===== src/shared/cpm_pkg.sv =====
// cpm_pkg: constants and types for the post-charge config and monitor regs
// assumes a 250 MHz device clock and an 8-bit register address space
`default_nettype none
package cpm_pkg;

  // ----------------------------------------------------------------------
  // register map
  // ----------------------------------------------------------------------
  localparam logic [7:0] CPM_ADDR_POST_CFG = 8'h07;
  localparam logic [7:0] CPM_ADDR_MONITOR_A = 8'h10;
  localparam logic [7:0] CPM_POST_CFG_RST = 8'h01;
  localparam logic [7:0] CPM_UNMAPPED_RD = 8'h00;

  // ----------------------------------------------------------------------
  // post-charge config field positions
  // ----------------------------------------------------------------------
  localparam int CPM_POLICY_MSB = 7;
  localparam int CPM_POLICY_LSB = 6;
  localparam int CPM_LOAD_MSB = 5;
  localparam int CPM_LOAD_LSB = 4;
  localparam int CPM_BG_ON_BIT = 3;
  localparam int CPM_TERM_MSB = 2;
  localparam int CPM_TERM_LSB = 0;

  // ----------------------------------------------------------------------
  // monitor bit positions
  // ----------------------------------------------------------------------
  localparam int CPM_MON_TERM_BIT = 7;
  localparam int CPM_MON_VBAT_BIT = 6;
  localparam int CPM_MON_LIN_BIT = 5;
  localparam int CPM_MON_HOT_BIT = 4;
  localparam int CPM_MON_CHG_LOOP_BIT = 3;
  localparam int CPM_MON_IN_LOOP_BIT = 2;
  localparam int CPM_MON_QUAL_BIT = 1;
  localparam int CPM_MON_CV_BIT = 0;

  // ----------------------------------------------------------------------
  // codes
  // ----------------------------------------------------------------------
  typedef enum logic [1:0] {
    CPM_POLICY_ALWAYS = 2'b00,
    CPM_POLICY_NO_NORMAL = 2'b01,
    CPM_POLICY_NO_TEST = 2'b10,
    CPM_POLICY_NO_DONE = 2'b11
  } cpm_policy_e;

  typedef enum logic [1:0] {
    CPM_LOAD_NONE = 2'b00,
    CPM_LOAD_SHORT = 2'b01,
    CPM_LOAD_MID = 2'b10,
    CPM_LOAD_LONG = 2'b11
  } cpm_load_e;

  localparam logic [7:0] CPM_TEST_KEY = 8'hB5;

  // ----------------------------------------------------------------------
  // timing
  // ----------------------------------------------------------------------
  localparam int CPM_CLK_KHZ = 250000;
  localparam int CPM_LOAD_SHORT_MS = 4;
  localparam int CPM_LOAD_MID_MS = 131;
  localparam int CPM_LOAD_LONG_MS = 135;
  localparam int CPM_LOAD_PERIOD_MS = 1000;
  localparam logic [31:0] CPM_LOAD_SHORT_CYC =
    32'(CPM_LOAD_SHORT_MS * CPM_CLK_KHZ);
  localparam logic [31:0] CPM_LOAD_MID_CYC =
    32'(CPM_LOAD_MID_MS * CPM_CLK_KHZ);
  localparam logic [31:0] CPM_LOAD_LONG_CYC =
    32'(CPM_LOAD_LONG_MS * CPM_CLK_KHZ);
  localparam logic [31:0] CPM_LOAD_PERIOD_CYC =
    32'(CPM_LOAD_PERIOD_MS * CPM_CLK_KHZ);
  localparam logic [31:0] CPM_CNT_ZERO = 32'h0000_0000;
  localparam logic [31:0] CPM_CNT_ONE = 32'h0000_0001;

endpackage : cpm_pkg
`default_nettype wire


===== src/rtl/cpm_regs.sv =====
// cpm_regs: post-charge configuration register and first monitor register
// assumes a serial-bus front end issuing one-cycle read/write strobes
`timescale 1ns/100ps
`default_nettype none
module cpm_regs
  import cpm_pkg::*;
#(
  parameter logic [31:0] P_LOAD_SHORT_CYC = CPM_LOAD_SHORT_CYC,
  parameter logic [31:0] P_LOAD_MID_CYC = CPM_LOAD_MID_CYC,
  parameter logic [31:0] P_LOAD_LONG_CYC = CPM_LOAD_LONG_CYC,
  parameter logic [31:0] P_LOAD_PERIOD_CYC = CPM_LOAD_PERIOD_CYC
) (
  input wire logic i_sys_clk,
  input wire logic i_rst_n,
  input wire logic [7:0] i_reg_addr,
  input wire logic i_reg_wr,
  input wire logic i_reg_rd,
  input wire logic [7:0] i_reg_wdata,
  output logic [7:0] o_reg_rdata,
  input wire logic i_term_current_cmp,
  input wire logic i_battery_voltage_cmp,
  input wire logic i_linear_precharge_active,
  input wire logic i_die_over_temp,
  input wire logic i_charge_loop_active_n,
  input wire logic i_input_loop_active_n,
  input wire logic i_input_supply_qualified,
  input wire logic i_float_voltage_loop_flag,
  input wire logic i_thermistor_out_of_range,
  input wire logic i_charging,
  input wire logic i_charge_done,
  input wire logic i_prod_mode,
  input wire logic [7:0] i_test_reg_value,
  output logic o_absent_detect,
  output logic o_input_load_on,
  output logic o_background_charge_on,
  output logic [2:0] o_background_term_current,
  output logic o_charge_current_cap
);

  // ----------------------------------------------------------------------
  // address decode
  // ----------------------------------------------------------------------
  wire logic hit_cfg = (i_reg_addr == CPM_ADDR_POST_CFG);
  wire logic hit_mon = (i_reg_addr == CPM_ADDR_MONITOR_A);
  wire logic cfg_wr = i_reg_wr && hit_cfg;

  // ----------------------------------------------------------------------
  // post-charge configuration register
  // ----------------------------------------------------------------------
  logic [7:0] cfg_reg;
  logic [7:0] cfg_next;

  assign cfg_next = cfg_wr ? i_reg_wdata : cfg_reg;

  always_ff @(posedge i_sys_clk) begin
    if (!i_rst_n) begin
      cfg_reg <= CPM_POST_CFG_RST;
    end else begin
      cfg_reg <= cfg_next;
    end
  end

  wire cpm_policy_e absent_detect_policy =
    cpm_policy_e'(cfg_reg[CPM_POLICY_MSB:CPM_POLICY_LSB]);
  wire cpm_load_e input_load_pulse_sel =
    cpm_load_e'(cfg_reg[CPM_LOAD_MSB:CPM_LOAD_LSB]);
  assign o_background_charge_on = cfg_reg[CPM_BG_ON_BIT];
  assign o_background_term_current =
    cfg_reg[CPM_TERM_MSB:CPM_TERM_LSB];

  // ----------------------------------------------------------------------
  // battery-absent detection policy
  // ----------------------------------------------------------------------
  wire logic test_key_set = (i_test_reg_value == CPM_TEST_KEY);
  wire logic oor_event = i_thermistor_out_of_range &&
                         (i_charging || i_charge_done);
  wire logic policy_allows =
    (absent_detect_policy == CPM_POLICY_ALWAYS) ? 1'b1 :
    (absent_detect_policy == CPM_POLICY_NO_NORMAL) ? i_prod_mode :
    (absent_detect_policy == CPM_POLICY_NO_TEST) ? !test_key_set :
    !i_charge_done;
  logic absent_reg;

  always_ff @(posedge i_sys_clk) begin
    if (!i_rst_n) begin
      absent_reg <= 1'b0;
    end else begin
      absent_reg <= oor_event && policy_allows;
    end
  end

  assign o_absent_detect = absent_reg;

  // ----------------------------------------------------------------------
  // charge-done input loading
  // ----------------------------------------------------------------------
  wire logic load_en = i_charge_done &&
                       (input_load_pulse_sel != CPM_LOAD_NONE);
  wire logic [31:0] load_len =
    (input_load_pulse_sel == CPM_LOAD_SHORT) ? P_LOAD_SHORT_CYC :
    (input_load_pulse_sel == CPM_LOAD_MID) ? P_LOAD_MID_CYC :
    P_LOAD_LONG_CYC;

  cpm_load_timer u_load_timer (
    .i_sys_clk(i_sys_clk),
    .i_rst_n(i_rst_n),
    .i_enable(load_en),
    .i_pulse_cycles(load_len),
    .i_period_cycles(P_LOAD_PERIOD_CYC),
    .o_load_on(o_input_load_on)
  );

  // ----------------------------------------------------------------------
  // thermal current cap
  // ----------------------------------------------------------------------
  logic cap_reg;

  always_ff @(posedge i_sys_clk) begin
    if (!i_rst_n) begin
      cap_reg <= 1'b0;
    end else begin
      cap_reg <= i_die_over_temp;
    end
  end

  assign o_charge_current_cap = cap_reg;

  // ----------------------------------------------------------------------
  // monitor word and read path
  // ----------------------------------------------------------------------
  wire logic [7:0] mon_word;

  assign mon_word[CPM_MON_TERM_BIT] = i_term_current_cmp;
  assign mon_word[CPM_MON_VBAT_BIT] = i_battery_voltage_cmp;
  assign mon_word[CPM_MON_LIN_BIT] = i_linear_precharge_active;
  assign mon_word[CPM_MON_HOT_BIT] = i_die_over_temp;
  assign mon_word[CPM_MON_CHG_LOOP_BIT] = i_charge_loop_active_n;
  assign mon_word[CPM_MON_IN_LOOP_BIT] = i_input_loop_active_n;
  assign mon_word[CPM_MON_QUAL_BIT] = i_input_supply_qualified;
  assign mon_word[CPM_MON_CV_BIT] = i_float_voltage_loop_flag;

  wire logic [7:0] rd_mux = hit_cfg ? cfg_reg :
                            hit_mon ? mon_word :
                            CPM_UNMAPPED_RD;
  logic [7:0] rdata_reg;
  logic [7:0] rdata_next;

  assign rdata_next = i_reg_rd ? rd_mux : rdata_reg;

  always_ff @(posedge i_sys_clk) begin
    if (!i_rst_n) begin
      rdata_reg <= CPM_UNMAPPED_RD;
    end else begin
      rdata_reg <= rdata_next;
    end
  end

  assign o_reg_rdata = rdata_reg;

  // ----------------------------------------------------------------------
  // checks
  // ----------------------------------------------------------------------
  property p_policy_always;
    @(posedge i_sys_clk) disable iff (!i_rst_n)
    (absent_detect_policy == CPM_POLICY_ALWAYS) && oor_event
      |=> o_absent_detect;
  endproperty
  a_policy_always: assert property (p_policy_always)
    else $error("absent detect missed with policy 00");

  property p_policy_normal;
    @(posedge i_sys_clk) disable iff (!i_rst_n)
    (absent_detect_policy == CPM_POLICY_NO_NORMAL) && !i_prod_mode
      |=> !o_absent_detect;
  endproperty
  a_policy_normal: assert property (p_policy_normal)
    else $error("absent detect in normal mode with policy 01");

  property p_policy_test;
    @(posedge i_sys_clk) disable iff (!i_rst_n)
    (absent_detect_policy == CPM_POLICY_NO_TEST) && test_key_set
      |=> !o_absent_detect;
  endproperty
  a_policy_test: assert property (p_policy_test)
    else $error("absent detect while test key set with policy 10");

  property p_policy_done;
    @(posedge i_sys_clk) disable iff (!i_rst_n)
    (absent_detect_policy == CPM_POLICY_NO_DONE) && i_charge_done
      |=> !o_absent_detect;
  endproperty
  a_policy_done: assert property (p_policy_done)
    else $error("absent detect in charge done with policy 11");

  property p_load_off;
    @(posedge i_sys_clk) disable iff (!i_rst_n)
    !i_charge_done || (input_load_pulse_sel == CPM_LOAD_NONE)
      |=> !o_input_load_on;
  endproperty
  a_load_off: assert property (p_load_off)
    else $error("input load outside charge done or with code 00");

  property p_load_start;
    @(posedge i_sys_clk) disable iff (!i_rst_n)
    $rose(load_en) |=> o_input_load_on;
  endproperty
  a_load_start: assert property (p_load_start)
    else $error("load pulse did not start with charge done");

  property p_cfg_reset;
    @(posedge i_sys_clk)
    !i_rst_n |=> (cfg_reg == CPM_POST_CFG_RST) && !o_background_charge_on;
  endproperty
  a_cfg_reset: assert property (p_cfg_reset)
    else $error("config register reset value wrong");

  property p_cfg_write;
    @(posedge i_sys_clk) disable iff (!i_rst_n)
    cfg_wr ##1 !i_reg_wr ##1 (i_reg_rd && hit_cfg && !i_reg_wr)
      |=> o_reg_rdata == $past(i_reg_wdata, 3);
  endproperty
  a_cfg_write: assert property (p_cfg_write)
    else $error("config readback differs from written value");

  property p_mon_read;
    @(posedge i_sys_clk) disable iff (!i_rst_n)
    i_reg_rd && hit_mon |=>
      o_reg_rdata[CPM_MON_HOT_BIT] == $past(i_die_over_temp) &&
      o_reg_rdata[CPM_MON_CHG_LOOP_BIT] == $past(i_charge_loop_active_n);
  endproperty
  a_mon_read: assert property (p_mon_read)
    else $error("monitor read does not reflect live status");

  property p_cap;
    @(posedge i_sys_clk) disable iff (!i_rst_n)
    i_die_over_temp |=> o_charge_current_cap;
  endproperty
  a_cap: assert property (p_cap)
    else $error("charge current cap missing above die limit");

endmodule : cpm_regs
`default_nettype wire


===== src/rtl/cpm_load_timer.sv =====
// cpm_load_timer: periodic input-supply load pulse generator
// assumes pulse length below period; enable low drops the registered pulse one clock later
`timescale 1ns/100ps
`default_nettype none
module cpm_load_timer
  import cpm_pkg::*;
(
  input wire logic i_sys_clk,
  input wire logic i_rst_n,
  input wire logic i_enable,
  input wire logic [31:0] i_pulse_cycles,
  input wire logic [31:0] i_period_cycles,
  output logic o_load_on
);

  // ----------------------------------------------------------------------
  // period counter and pulse window
  // ----------------------------------------------------------------------
  logic [31:0] cnt_reg;
  logic [31:0] cnt_next;
  logic load_reg;
  logic load_next;
  wire logic wrap = (cnt_reg >= i_period_cycles - CPM_CNT_ONE);

  assign cnt_next = !i_enable ? CPM_CNT_ZERO :
                    wrap ? CPM_CNT_ZERO : cnt_reg + CPM_CNT_ONE;
  assign load_next = i_enable && (cnt_reg < i_pulse_cycles);
  assign o_load_on = load_reg;

  always_ff @(posedge i_sys_clk) begin
    if (!i_rst_n) begin
      cnt_reg <= CPM_CNT_ZERO;
      load_reg <= 1'b0;
    end else begin
      cnt_reg <= cnt_next;
      load_reg <= load_next;
    end
  end

endmodule : cpm_load_timer
`default_nettype wire


===== config.mk =====
export PLATFORM = sky130hd
export DESIGN_NAME = cpm_regs
export DESIGN_NICKNAME = d
export VERILOG_FILES = /design/src/shared/cpm_pkg.sv /design/src/rtl/cpm_regs.sv /design/src/rtl/cpm_load_timer.sv
export SDC_FILE = /design/constraint.sdc
export NUM_CORES = 1
export LEC_CHECK = 0
export BUFFER_PORTS_ARGS = -buffer_cell sky130_fd_sc_hd__buf_2
export CORE_MARGIN = 4
export CORE_UTILIZATION = 28
export CTS_BUF_LIST = sky130_fd_sc_hd__clkbuf_8
export DETAILED_ROUTE_END_ITERATION = 12
export PLACE_DENSITY_LB_ADDON = 0.15
export SKIP_CTS_REPAIR_TIMING = 1
export SYNTH_ARGS = -nofsm -noshare
export SYNTH_HDL_FRONTEND = slang
export SYNTH_SLANG_ARGS = --single-unit

===== constraint.sdc =====
create_clock -name i_sys_clk -period 5.27 [get_ports i_sys_clk]
set_input_delay 0.2635 -clock i_sys_clk [delete_from_list [all_inputs] [get_ports i_sys_clk]]
set_output_delay 0.2635 -clock i_sys_clk [all_outputs]
set_load 0.005 [all_outputs]

==> metrics <==
most common cell after layout, fill and taps aside=buf_2; CTS clk-pin slew, worst paths=100 ps; placed cell area=0.003144 mm²; Seq cells post-synth=51; DIE HEIGHT=107.7 µm; worst-path maximum fanout=15; Vias/cell=4.638; I/O Pins=55; die width=107.7 µm; delay-heaviest family, CP=compound AO/OA/AOI/OAI gates; initial drt markers=90; leakage dissipation=1.300 nW; startpoint types=flop; period utilisation layout=51.59%; total wire length=6460 µm; root buf cell=clkbuf_8; H-tree depth=2; f_max=367.8 MHz; Final setup viols=0; die footprint=0.01160 mm²; Critical Path RT=5470 ps; Distinct cells, synth=51; fin cells=500; placed cells=492; sequential fraction of design power=58.9%; number of clock sinks=51; gr usage total=11.77%; fraction of registers with async set/reset=0%; outcome=finished clean; crit path time final=2719 ps; Fin Setup TNS=0 ps; CP arrival=2920 ps; Seq/Total Area, Yosys=36.69%; global-route wire length before repair=10960 µm; DRT Pass-1 Iters=4; Syn Inst Count=319; Final Hold Fails=0; num rows=36; Slew Limit Fails=0; Port-buffer cells=54; power per standard cell area=205.9 mW/mm²; top_reg_cell synth=dfxtp_1; post-route ant nets=0; Cell Chain, Critical Path=ha_1 -> nand3_1 -> nor3_2 -> o31a_1 -> o21ai_0 -> a21oi_2 -> buf_4 -> nor2_1; final HPWL from detailed placement=4812 µm; grt ovf=0; final core area utilization=33.29%; CTS tree=yes; HP Class=in2reg; Clock power frac=36.3%; Hold Slack=171.9 ps; nets=424; synthesis warning total=0; multi-input logic area=0.001642 mm²; vias in the first global route=2342; CTS max path bufs=2; CP max stage cell=nor3_2; Sw Share=22.85%; register area=0.001021 mm²; internal power=0.5145 mW; most frequent cells in the layout=buf_2 (54), dfxtp_1 (51), nor2_1 (36), nand2_1 (34), nand3_1 (23); largest net degree at the start of global routing=20; number of max-cap violations=0; Worst Path Buf+Inv=1; post-route design area=0.003239 mm²; Logic pwr share=4.8%; fraction of layout cells with a size suffix above 1=19.89%; via total after detailed routing=2319; critical path class=reg2reg; Setup Skew=12.50 ps; FILL cells=1063; Synth Cell Area=0.002783 mm²; Starting Density=28.60%; Avg Inst Size Synth=8.723 µm²; core area=0.009729 mm²; gp weighted congestion=0.7772; number of CTS-inserted buffers=5; WL/cell=12.92 µm; Antenna Cells=0; Post-synth EDFFs=0; CP endpoint kind=flop; largest stage delay on the critical path=600 ps; initial antenna violation count=0; P_sw=0.1524 mW; worst skew pair latency=310 ps; Worst Max-Slew Pin Slew=775.1 ps; drc violations=0; max FFs per register=32; Synth-to-Final Area Change=16.41%; Slew HR=47.90%; RSZ-0062 raised after global routing=false; IR drop worst, VDD=0.0001062 V
## power by group through the flow
stage / clock network, mW / registers [mW] / logic, mW
3_3_place_gp: 0 / 0.402 / 0.0324
6_report: 0.242 / 0.393 / 0.0320
2_1_floorplan: 0 / 0.402 / 0.0118
3_5_place_dp: 0 / 0.402 / 0.0321
5_1_grt: 0.264 / 0.393 / 0.0362
4_1_cts: 0.255 / 0.393 / 0.0323
## layout make-up
| type | instances | share of cell area, % |
|---|---|---|
| timing repair buffer | 56 | 8.806 |
| clock inverter | 2 | 0.3862 |
| multi-input combinational | 244 | 50.68 |
| inverter | 8 | 0.9270 |
| sequential | 51 | 31.52 |
| clock buffer | 6 | 2.549 |
| tap | 133 | 5.137 |
## Yosys cell counts (all sizes together), types with 4 or more instances
master   n  area (µm²)
dfxtp   51        1021
nor2    36       135.1
nand2   34       127.6
nand3   23       115.1
xor2    21       183.9
ha      18       225.2
a22oi   10       75.07
clkbuf  10       37.54
buf      9       63.80
xnor2    9       78.83
inv      8       30.03
nand4    8       50.05
o211a    8       80.08
a21boi   7       52.55
o21ai    6       30.03
a21oi    5       28.78
nand2b   5       31.28
and3     4       25.02
nand3b   4       30.03
nor4     4       37.53
## metal layers
layer / vias up / part of all wire, % / global-route usage (%)
met5: - / 0 / 0
met4: 0 / 1.2 / 3.246
met3: 5 / 5.6 / 3.059
met2: 54 / 44 / 18.52
met1: 1047 / 49 / 15.90
li1: 1213 / - / -
## stage by stage
stage               total power, mW  setup WS [ps]
CTS                          0.6796           2467
finish                       0.6669           2551
global placement             0.4340           2656
detailed placement           0.4338           2489
global route                 0.6938           2250
floorplan                    0.4138           3190
## logic make-up after synthesis
| kind of cell | count (synthesis) | synth area share, % |
|---|---|---|
| AOI/OAI and AO/OA | 55 | 15.74 |
| xor gates and xnor gates | 30 | 9.443 |
| adders and majority gates | 18 | 8.094 |
| buffers and inverters | 27 | 4.721 |
| DFF | 51 | 36.69 |
| other | 1 | 0.1348 |
| and+or+nand+nor | 137 | 25.18 |
## final timing paths
| check | start | endpoint | slack, ps | cells after the start |
|---|---|---|---|---|
| worst max-delay path | u_load_timer.cnt_reg[0] | u_load_timer.cnt_reg[21] | 2550 | 8 |
| worst min-delay path | i_die_over_temp | o_charge_current_cap | 170 | 2 |
| worst max register to register | u_load_timer.cnt_reg[0] | u_load_timer.cnt_reg[21] | 2550 | 8 |
| worst min register to register | u_load_timer.cnt_reg[0] | u_load_timer.cnt_reg[0] | 470 | 1 |
No activity file was read; power rests on OpenSTA's default activity.
